File: src/sms_pkg.sv
// sms_pkg: constants, register map and types for the spi shifter block.
// assumes a single system clock and a classic wishbone register slave.
//
// Function
// - select going high clears bit count, sets incomplete flag, raises interrupt
// - clock_idle_low picks idle sck level: 0 high, 1 low
// - capture_edge_sel with idle level picks rising or falling capture edge
// - msb_first 1 shifts msb first, 0 shifts lsb first
// - select_pin_en 0 floats the select pin, 1 uses it as select
// - data write during transfer is discarded and sets write_collision
// - write_collision and select_pin_en are removable by static option
// - xfer_done set at end of transfer, held until software clears it
// - master mode: data write starts full-duplex transfer
// - slave mode: external clock edges shift data out and in
// - slave output bit valid at select per idle level and edge
// - slave with select_pin_en 0 stays selected, ignores select pin
// - spi keeps running in idle mode
// - control bits 7 and 6 are plain read/write storage
// - mode_select picks master clock rate, slave, i2c or unused
// - iface_enable 0 floats pins; settings kept when re-enabled
package sms_pkg;

  // ==========================================================
  // register map (byte addresses on wishbone)
  localparam logic [3:0] SMS_ADDR_MODE  = 4'h0;
  localparam logic [3:0] SMS_ADDR_CTRL  = 4'h4;
  localparam logic [3:0] SMS_ADDR_DATA  = 4'h8;
  localparam logic [3:0] SMS_ADDR_IRQST = 4'hC;
  localparam logic [3:0] SMS_ADDR_IRQMK = 4'h0;
  localparam logic       SMS_HI_MASK    = 1'h1;

  // ==========================================================
  // mode_ctrl_reg fields
  localparam int SMS_MODE_LSB   = 5;
  localparam int SMS_ENABLE_BIT = 1;
  localparam int SMS_INCMP_BIT  = 0;
  localparam logic [7:0] SMS_MODE_RESET = 8'hE0;
  localparam logic [7:0] SMS_MODE_WMASK = 8'hEF;

  // spi_ctrl_reg fields
  localparam int SMS_IDLELOW_BIT = 5;
  localparam int SMS_EDGE_BIT    = 4;
  localparam int SMS_MSB_BIT     = 3;
  localparam int SMS_SELEN_BIT   = 2;
  localparam int SMS_WRITE_COLLISION_BIT    = 1;
  localparam int SMS_DONE_BIT    = 0;
  localparam logic [7:0] SMS_CTRL_RESET = 8'h00;

  // irq status/mask bits
  localparam int SMS_IRQ_DONE  = 0;
  localparam int SMS_IRQ_INCMP = 1;
  localparam int SMS_IRQ_WRITE_COLLISION  = 2;

  // ==========================================================
  // timing: master divider half periods minus one, in system clocks
  localparam logic [5:0] SMS_HALF_DIV4  = 6'h01;
  localparam logic [5:0] SMS_HALF_DIV16 = 6'h07;
  localparam logic [5:0] SMS_HALF_DIV64 = 6'h1F;
  localparam logic [3:0] SMS_BITS       = 4'h8;

  typedef enum logic [2:0] {
    SMS_M_DIV4  = 3'b000,
    SMS_M_DIV16 = 3'b001,
    SMS_M_DIV64 = 3'b010,
    SMS_M_SUB   = 3'b011,
    SMS_M_TMR   = 3'b100,
    SMS_SLAVE   = 3'b101,
    SMS_I2C     = 3'b110,
    SMS_UNUSED  = 3'b111
  } sms_mode_e;

  typedef enum logic [1:0] {
    SMS_IDLE  = 2'b00,
    SMS_LEAD  = 2'b01,
    SMS_TRAIL = 2'b10
  } sms_state_e;

  // pin group toward the spi peer
  typedef struct packed {
    logic sckOut;
    logic sckOe_n;
    logic serialOut;
    logic serialOutOe_n;
  } sms_pins_s;

endpackage : sms_pkg

File: src/sms_spi_shifter.sv
// sms_spi_shifter: spi master/slave byte shifter with wishbone registers.
// assumes pins are synchronised here; sub clock and timer ticks are
// single-cycle pulses on the system clock.
//
// Decided for this implementation: the Wishbone register port and the register addresses.
`timescale 1ns/1ps
`default_nettype none
module sms_spi_shifter
  import sms_pkg::*;
#(
  parameter bit HAS_WRITE_COLLISION  = 1'b1,
  parameter bit HAS_SELEN = 1'b1
) (
  // system
  input  wire logic        clock,
  input  wire logic        srst,
  // wishbone slave
  input  wire logic        wb_cyc_i,
  input  wire logic        wb_stb_i,
  input  wire logic        wb_we_i,
  input  wire logic [3:0]  wb_adr_i,
  input  wire logic [3:0]  wb_sel_i,
  input  wire logic [31:0] wb_dat_i,
  output logic      [31:0] wb_dat_o,
  output logic             wb_ack_o,
  // rate ticks for sub clock and timer modes
  input  wire logic        subTick,
  input  wire logic        timerZeroTick,
  // spi pins
  input  wire logic        sckIn,
  input  wire logic        serialIn,
  input  wire logic        slaveSelectIn_n,
  output sms_pins_s        pins,
  output logic             selectPinOe_n,
  // interrupt
  output logic             irq
);

  // ==========================================================
  // register state
  logic [7:0] modeCtrl_reg;
  logic [7:0] spiCtrl_reg;
  logic [7:0] shiftData_reg;
  logic [2:0] irqStat_reg;
  logic [2:0] irqMask_reg;
  logic       ack_reg;
  logic [31:0] rdData_reg;

  // ==========================================================
  // pin synchronisers; first stage read only by second
  logic [2:0] syncA_reg;
  logic [2:0] syncB_reg;
  logic       sckPrev_reg;
  logic       selPrev_reg;
  always_ff @(posedge clock) begin
    syncA_reg <= {sckIn, serialIn, slaveSelectIn_n};
    syncB_reg <= syncA_reg;
  end
  wire logic sckS   = syncB_reg[2];
  wire logic sdiS   = syncB_reg[1];
  wire logic selS_n = syncB_reg[0];

  // ==========================================================
  // decode
  wire logic       enable   = modeCtrl_reg[SMS_ENABLE_BIT];
  wire sms_mode_e  mode     = sms_mode_e'(modeCtrl_reg[7:SMS_MODE_LSB]);
  wire logic       isSlave  = enable && (mode == SMS_SLAVE);
  wire logic       isMaster = enable && (mode <= SMS_M_TMR);
  wire logic       idleLow  = spiCtrl_reg[SMS_IDLELOW_BIT];
  wire logic       edgeSel  = spiCtrl_reg[SMS_EDGE_BIT];
  wire logic       msbFirst = spiCtrl_reg[SMS_MSB_BIT];
  wire logic       selEn    = HAS_SELEN && spiCtrl_reg[SMS_SELEN_BIT];
  wire logic       wbReq    = wb_cyc_i && wb_stb_i && !ack_reg;
  wire logic       wbWr     = wbReq && wb_we_i && wb_sel_i[0];
  wire logic       wrMode   = wbWr && (wb_adr_i == SMS_ADDR_MODE);
  wire logic       wrCtrl   = wbWr && (wb_adr_i == SMS_ADDR_CTRL);
  wire logic       wrData   = wbWr && (wb_adr_i == SMS_ADDR_DATA);
  wire logic       wrIrqSt  = wbWr && (wb_adr_i == SMS_ADDR_IRQST);
  wire logic       wrIrqMk  = wbWr && (wb_adr_i == SMS_ADDR_IRQMK) && SMS_HI_MASK && wb_dat_i[31];

  // ==========================================================
  // shifter state
  sms_state_e state_reg;
  logic [3:0] bitCnt_reg;
  logic [5:0] divCnt_reg;
  logic       sckOut_reg;
  logic       outBit_reg;
  logic       inBit_reg;

  // with pin disabled slave stays selected
  wire logic selected = isSlave && (!selEn || !selS_n);
  wire logic busy     = (state_reg != SMS_IDLE) || (isSlave && selected && bitCnt_reg != 4'h0);

  // edges in clock-idle terms: leading edge leaves idle level
  wire logic sckRise  = sckS && !sckPrev_reg;
  wire logic sckFall  = !sckS && sckPrev_reg;
  wire logic leadEdge = idleLow ? sckRise : sckFall;
  wire logic trailEdge = idleLow ? sckFall : sckRise;
  // edgeSel 0 samples on trailing edge, 1 on leading (maps to table)
  wire logic slvSample = selected && (edgeSel ? leadEdge : trailEdge);
  wire logic slvShift  = selected && (edgeSel ? trailEdge : leadEdge);

  // master half-period tick
  logic [5:0] halfDiv;
  always_comb begin
    unique case (mode)
      SMS_M_DIV4:  halfDiv = SMS_HALF_DIV4;
      SMS_M_DIV16: halfDiv = SMS_HALF_DIV16;
      SMS_M_DIV64: halfDiv = SMS_HALF_DIV64;
      default:     halfDiv = 6'h00;
    endcase
  end
  wire logic rateTick = (mode == SMS_M_SUB) ? subTick :
                        (mode == SMS_M_TMR) ? timerZeroTick :
                        (divCnt_reg == halfDiv);
  wire logic mTick = (state_reg != SMS_IDLE) && rateTick;

  wire logic txBit = msbFirst ? shiftData_reg[7] : shiftData_reg[0];
  wire logic [7:0] shifted = msbFirst ? {shiftData_reg[6:0], inBit_reg}
                                      : {inBit_reg, shiftData_reg[7:1]};
  // leading capture shifts on the same edge that launches the next bit
  wire logic txNext  = msbFirst ? shiftData_reg[6] : shiftData_reg[1];
  wire logic nextOut = edgeSel ? txNext : txBit;

  // master: sample on first half if edgeSel picks leading-equivalent
  wire logic mSample = mTick && ((state_reg == SMS_LEAD) == edgeSel) ;
  wire logic mShiftT = mTick && ((state_reg == SMS_TRAIL) == edgeSel);
  wire logic mLast   = mTick && state_reg == SMS_TRAIL && bitCnt_reg == SMS_BITS - 4'h1;
  wire logic sLast   = slvShift && bitCnt_reg == SMS_BITS && edgeSel;
  wire logic sLastS  = slvSample && bitCnt_reg == SMS_BITS - 4'h1 && !edgeSel;
  wire logic doneEv  = mLast || sLast || sLastS;
  wire logic selRise = isSlave && selEn && selS_n && !selPrev_reg;
  wire logic wcolEv  = HAS_WRITE_COLLISION && wrData && busy;

  // ==========================================================
  // transfer engine
  always_ff @(posedge clock) begin
    if (srst) begin
      state_reg   <= SMS_IDLE;
      bitCnt_reg  <= 4'h0;
      divCnt_reg  <= 6'h00;
      sckOut_reg  <= 1'b1;
      sckPrev_reg <= 1'b1;
      selPrev_reg <= 1'b1;
      inBit_reg   <= 1'b0;
      outBit_reg  <= 1'b0;
    end else begin
      sckPrev_reg <= sckS;
      selPrev_reg <= selS_n;
      divCnt_reg  <= (state_reg == SMS_IDLE || rateTick) ? 6'h00 : divCnt_reg + 6'h01;
      if (state_reg == SMS_IDLE) begin
        sckOut_reg <= ~idleLow;
      end
      if (isMaster && wrData && !busy) begin
        state_reg  <= SMS_LEAD;
        bitCnt_reg <= 4'h0;
        outBit_reg <= msbFirst ? wb_dat_i[7] : wb_dat_i[0];
      end else if (mTick) begin
        sckOut_reg <= ~sckOut_reg;
        if (mSample) begin
          inBit_reg <= sdiS;
        end
        if (state_reg == SMS_LEAD) begin
          state_reg <= SMS_TRAIL;
        end else begin
          bitCnt_reg <= bitCnt_reg + 4'h1;
          state_reg  <= mLast ? SMS_IDLE : SMS_LEAD;
        end
      end
      if (isSlave) begin
        if (selRise || !selected) begin
          bitCnt_reg <= 4'h0;
          // first bit ready as soon as selected
          outBit_reg <= txBit;
        end else begin
          if (slvSample) begin
            inBit_reg  <= sdiS;
            bitCnt_reg <= (bitCnt_reg == SMS_BITS - 4'h1 && !edgeSel) ? 4'h0 : bitCnt_reg + 4'h1;
          end
          if (slvShift && !(bitCnt_reg == 4'h0 && edgeSel)) begin
            outBit_reg <= nextOut;
          end
          if (sLast) begin
            bitCnt_reg <= 4'h0;
          end
        end
      end
      if (mShiftT && !mLast) begin
        outBit_reg <= nextOut;
      end
      if (!enable) begin
        // disable stops the engine, keeps settings
        state_reg  <= SMS_IDLE;
        bitCnt_reg <= 4'h0;
      end
    end
  end

  // ==========================================================
  // registers and data shift
  // slave shift, master shift share one data register
  wire logic slvMove = isSlave && !selRise && selected &&
                       ((edgeSel && slvShift && bitCnt_reg != 4'h0) || (!edgeSel && slvSample));
  wire logic mstMove = (mTick && state_reg == SMS_TRAIL && !edgeSel) ||
                       (mTick && state_reg == SMS_LEAD && edgeSel && 1'b0) ||
                       (mTick && state_reg == SMS_TRAIL && edgeSel);
  wire logic [7:0] slvIn = msbFirst ? {shiftData_reg[6:0], sdiS} : {sdiS, shiftData_reg[7:1]};

  always_ff @(posedge clock) begin
    if (srst) begin
      modeCtrl_reg  <= SMS_MODE_RESET;
      spiCtrl_reg   <= SMS_CTRL_RESET;
      shiftData_reg <= 8'h00;
      irqStat_reg   <= 3'h0;
      irqMask_reg   <= 3'h0;
    end else begin
      if (wrMode) begin
        modeCtrl_reg <= wb_dat_i[7:0] & SMS_MODE_WMASK;
      end
      if (wrCtrl) begin
        spiCtrl_reg <= wb_dat_i[7:0];
      end
      if (wrData && !busy) begin
        shiftData_reg <= wb_dat_i[7:0];
      end else if (slvMove && !edgeSel) begin
        shiftData_reg <= slvIn;
      end else if (slvMove) begin
        shiftData_reg <= shifted;
      end else if (mstMove) begin
        // leading capture waits in inBit; trailing capture is taken live
        shiftData_reg <= edgeSel ? shifted : slvIn;
      end
      // done flag sticky; set wins over clear
      if (doneEv) begin
        spiCtrl_reg[SMS_DONE_BIT] <= 1'b1;
      end
      if (wcolEv) begin
        spiCtrl_reg[SMS_WRITE_COLLISION_BIT] <= 1'b1;
      end
      if (!HAS_WRITE_COLLISION) begin
        spiCtrl_reg[SMS_WRITE_COLLISION_BIT] <= 1'b0;
      end
      if (!HAS_SELEN) begin
        spiCtrl_reg[SMS_SELEN_BIT] <= 1'b0;
      end
      if (selRise) begin
        modeCtrl_reg[SMS_INCMP_BIT] <= 1'b1;
      end
      if (wrIrqMk) begin
        irqMask_reg <= wb_dat_i[2:0];
      end
      irqStat_reg <= (irqStat_reg & ~(wrIrqSt ? wb_dat_i[2:0] : 3'h0)) |
                     {wcolEv, selRise, doneEv};
    end
  end

  // ==========================================================
  // wishbone answer: one cycle after request
  logic [31:0] rdMux;
  always_comb begin
    unique case (wb_adr_i)
      SMS_ADDR_MODE:  rdMux = {irqMask_reg[0], 23'h0, modeCtrl_reg};
      SMS_ADDR_CTRL:  rdMux = {24'h0, spiCtrl_reg};
      SMS_ADDR_DATA:  rdMux = {24'h0, shiftData_reg};
      SMS_ADDR_IRQST: rdMux = {21'h0, irqMask_reg, 5'h0, irqStat_reg};
      default:        rdMux = 32'h0;
    endcase
  end
  always_ff @(posedge clock) begin
    if (srst) begin
      ack_reg    <= 1'b0;
      rdData_reg <= 32'h0;
    end else begin
      ack_reg    <= wbReq;
      rdData_reg <= rdMux;
    end
  end
  assign wb_ack_o = ack_reg;
  assign wb_dat_o = rdData_reg;

  // ==========================================================
  // pins and interrupt
  // all pins float while disabled; no idle gating here
  assign pins.sckOut        = sckOut_reg;
  assign pins.sckOe_n       = !isMaster;
  assign pins.serialOut     = outBit_reg;
  assign pins.serialOutOe_n = !(isMaster || (isSlave && selected));
  // select pin floats when not used as select
  assign selectPinOe_n      = 1'b1;
  assign irq = |(irqStat_reg & irqMask_reg);

endmodule : sms_spi_shifter
`default_nettype wire

File: config.mk
export PLATFORM = sky130hd
export DESIGN_NAME = sms_spi_shifter
export DESIGN_NICKNAME = d
export VERILOG_FILES = /design/src/sms_pkg.sv /design/src/sms_spi_shifter.sv
export SDC_FILE = /design/constraint.sdc
export NUM_CORES = 1
export LEC_CHECK = 0
export ABC_CLOCK_PERIOD_IN_PS = 4600
export BUFFER_PORTS_ARGS = -buffer_cell sky130_fd_sc_hd__buf_2
export CORE_MARGIN = 5
export CORE_UTILIZATION = 23
export CTS_CLUSTER_SIZE = 40
export DETAILED_ROUTE_END_ITERATION = 6
export SLEW_MARGIN = 20
export SYNTH_ARGS = -nofsm -noshare
export SYNTH_HDL_FRONTEND = slang
export SYNTH_SLANG_ARGS = --single-unit
File: constraint.sdc
create_clock -name clock -period 4.6 [get_ports clock]
set_clock_uncertainty 0.15 [all_clocks]
set_input_delay 0.92 -clock clock [delete_from_list [all_inputs] [get_ports clock]]
set_output_delay 0.92 -clock clock [all_outputs]
set_load 0.005 [all_outputs]
# Word level (Yosys, flattened, before mapping)
# Cells that the tools add are included.
word_totals:
  inputBits: 50
  regBits: 85
  word_cells: 182
  romBits: 0
  output_inout_bits: 39
  latch_bits: 0
  ramBits: 0
  n_memories: 0
classes:
  n_shift: 0
  mux: 51
  n_lt_le_gt_ge: 1
  eq_ne: 15
  div: 0
  bitwise: 7
  multipliers: 0
  n_addsub: 2
  n_reduce_logical: 85
op_table:
  columns: ["cell", "n"]
  rows:
  - ["$pmux 32 s4", 1]
  - ["$mux 8", 7]
  - ["$logic_and 1x1->1", 47]
  - ["$mux 4", 8]
  - ["$mux 1", 31]
  - ["$pmux 5 s3", 1]
  - ["$logic_not 1->1", 14]
  - ["$eq 4x4->1 const B", 3]
  - ["$reduce_bool 2->1", 5]
  - ["$logic_or 1x1->1", 9]
  - ["$eq 4x3->1 const B", 2]
  - ["$logic_not 4->1", 2]
  - ["$reduce_bool 4->1", 2]
  - ["$add 6x1->6 const B", 1]
  - ["$and 3x3->3", 2]
  - ["$eq 3x2->1 const B", 2]
  - ["$eq 3x3->1 const B", 2]
  - ["$eq 6x6->1", 1]
  - ["$reduce_or 3->1", 2]
  - ["$add 4x1->4 const B", 1]
  - ["$mux 2", 2]
  - ["$reduce_or 2->1", 2]
  - ["$eq 3x1->1 const B", 1]
  - ["$le 3x3->1 const B", 1]
  - ["9 further kinds", 12]

# Depth between registers and ports, before layout
depth:
  word_depth: 13
  ltp_mapped: 9
  mapped_depth_nobuf: 8

# Worst setup path after synthesis
# No wires, ideal clock.
synth_timing:
  path_kind: "input -> register"
  from: "input wb_adr_i[2]"
  to: "register shiftData_reg[0]"
  slack_ps: 1910
  cell_stages: 7
  setup_time_ps: 70
  t_required_ps: 4380
  arrival_ps: 2470
  path_buffers: 1
  path_cell_list: "buf_4 -> nor2b_2 -> nand4_1 -> nor2_2 -> mux2_2 -> a21o_1 -> a21oi_1"
synth_via:
  elab_chain_len: 4
  elab_cells_between_ends: 5
  cone_classes: "eq/ne: 1; mux: 1; reduce/logical: 3"
synth_rtl:
  columns: ["item", "line_no", "text"]
  rows:
  - ["start, declared", "sms_spi_shifter.sv:21", "input wire logic [3:0] wb_adr_i,"]
  - ["$eq 4x4->1 (*)", "sms_spi_shifter.sv:77", "wire logic wrData = wbWr && (wb_adr_i == SMS_ADDR_DATA);"]
  - ["$logic_and 1x1->1 (*)", "sms_spi_shifter.sv:77", null]
  - ["$logic_and 1x1->1 (*)", "sms_spi_shifter.sv:223", "if (wrData && !busy) begin"]
  - ["$reduce_bool 4->1 (no line) / $mux 8 (equally long branches)", null, null]
  - ["end signal, assigned", "sms_spi_shifter.sv:224", "shiftData_reg <= wb_dat_i[7:0];"]
  - ["end signal, assigned", "sms_spi_shifter.sv:226", "shiftData_reg <= slvIn;"]
  - ["end signal, assigned", "sms_spi_shifter.sv:228", "shiftData_reg <= shifted;"]
  - ["end, declared", "sms_spi_shifter.sv:43", "logic [7:0] shiftData_reg;"]
# Every way passes the cells marked *; elsewhere a longest branch is shown, timed or not.
# A chain may end at the register's enable or synchronous reset.

# Worst setup path after layout
layout_timing:
  from: "input wb_adr_i[3]"
  to: "register shiftData_reg[1]"
# Same word-level chain as after synthesis.

==> qor.txt <==
CP startpoint kind: input port
Grt met3 use: 3.001%
Top-count cell post-synth: dfxtp_1
Max-cap viol count: 0
Count of cell types in the netlist: 59
Busiest grt layer: met2
Post-detail-place hpwl: 6417 microns
Relative slew slack: 36.09%
Setup Fix Bufs, Post-CTS: 0
# hold bufs at CTS: 0
Clock sink total: 65
Syn Area/Cell: 8.799 sq um
Worst Setup End Kind: register
Area share of the largest cell type after synthesis: 36.88%
Peak fanout along the critical path: 16
Synth-to-Final Area Change: 15.25%
DRC errors left: 0
WL final: 8619 microns
Grt ovf: 0
RSZ-0062 raised after global routing: false
Synthesis Warnings: 0
Initial antenna violation count: 0
Critical Path RT: 4.70 ns
Status: finished clean
H-tree depth: 3
Fin. max-slew vios: 0
Clk pin slew, worst setup/hold paths: 0.05 ns
Peak supply drop: 0.1232 mV
Num rows: 45
Largest net degree at the start of global routing: 42
Worst skew pair latency: 0.33 ns
Synth cell count leaders: dfxtp_1 (65), nor2_1 (51), a21oi_1 (31)
Largest register FFs: 12
Period utilisation layout: 65.99%
Die extent in x: 133.9 microns
Routed Antenna Nets: 0
Power per Cell Area: 334.3 mW/mm^2
Hold Path Class: register to register
DR iter-0 viols: 113
Cts bufs inserted: 9
First-pass GRT wire length: 13890 microns
Ant diodes: 0
WL/cell: 13.86 microns
Primary FF master, synth: dfxtp_1
Cell area after synthesis: 0.003528 sq mm
Drt pass-1 iters: 5
Arrival time worst endpoint: 3.14 ns
Slew @ Worst Pin: 0.9534 ns
Final GP Congestion: 0.8191
Resize count post-CTS: 0
Leak: 0.001532 uW
Post-synth top area cell: dfxtp_1
Register area share after synthesis: 36.88%
Overall Power: 1360 uW
Placement Setup Slack: 1.261 ns
PnR worst setup slack: 1.565 ns
Area contributors post-synth: dfxtp_1 (37%), mux2i_1 (8.5%), buf_4 (5.7%)
Core ar.: 0.01515 sq mm
CP Class: input port to register
IO Count: 89
CTS max path bufs: 2
Met2 usage: 15.67%
Yosys reg bits: 65
I/O Buffers: 41
Final Hold Viols: 0
Final #Nets: 482
Fmax: 329.4 MHz
Drt via density: 4.654
Layout cells sized above 1: 21.20%
Synthesized instance count: 401
Die height: 133.9 microns
# setup viols final: 0
Met1 Track Usage GR: 11.71%
Effective utilization at floorplan: 23.30%
Number of flops mapped to enable cells by yosys: 0
Total track usage: 9.437%
Root buffer cell: clkbuf_16
Vias in the first global route: 2795
Die area: 0.01792 sq mm
TritonCTS clock tree: yes
Post-Route Setup TNS: 0 ns
Synth async-reset ratio: 0%
Via count: 2895
Final min period: 3.036 ns
-- through the flow --
step	cells	hold WS [ns]	utilization [%]	area [sq um]
5_1_grt	622	0.2001	26.85	4066
3_5_place_dp	606	0.1682	24.73	3745
3_3_place_gp	606	0.1657	24.73	3745
6_report	622	0.1819	26.85	4066
4_1_cts	622	0.1816	26.85	4066
2_1_floorplan	420	0.1596	-	3600
-- placed cells by master (no fill, tap or decap), drive strengths merged, types with 9 or more instances in the layout --
cell / count
nand3: 20
clkbuf: 11
inv: 12
nor3: 9
nand2: 14
mux2: 10
conb: 21
buf: 41
o21ai: 12
mux2i: 30
a21oi: 33
dfxtp: 65
nor2: 57
-- routing by layer --
metal	up-vias	part of all wire (%)
met5	-	0
met4	0	1.5
met3	17	4.8
met2	64	48
met1	1388	46
li1	1426	-
-- cell type report --
class                   count  area (sq um)
repair buffers             41         205.2
inverters                  12         45.04
multi-input cells         300          1958
flip-flops and latches     65          1301
well taps                 188         235.2
clock inverters             5         78.83
fillers                  1613         11080
clock buffers              11         242.7
-- logic make-up after synthesis --
logic type | count (synthesis) | share of synthesized area (%)
buffers and inverters | 55 | 9.645
AOI/OAI and AO/OA | 80 | 15.25
adders and majority gates | 3 | 1.064
other | 2 | 0.2128
muxes | 41 | 12.34
xor gates and xnor gates | 7 | 1.738
DFF | 65 | 36.88
and+or+nand+nor | 148 | 22.87
-- where the power goes --
| group | internal [uW] | switching (uW) |
|---|---|---|
| clock | 488 | 248 |
| combinational | 18.9 | 33.6 |
| sequential | 568 | 3.14 |
| total | 1080 | 284 |
-- final timing paths --
check,slack [ns],endpoint,startpoint,cells after the start
worst min register to register,0.18,syncB_reg[1],syncA_reg[1],0
worst max-delay path,1.56,shiftData_reg[1],wb_adr_i[3],7
worst min-delay path,0.18,syncB_reg[1],syncA_reg[1],0
worst max register to register,1.92,shiftData_reg[1],bitCnt_reg[0],8
-- worst max-delay path, cell delays in order --
cell	delay, ns
buf_2	0.31
nor2b_2	0.39
nand4_1	0.26
nor2_2	0.51
a21oi_2	0.26
a211o_1	0.34
a21oi_1	0.13
Note: power is estimated with default switching activity, not from simulation.
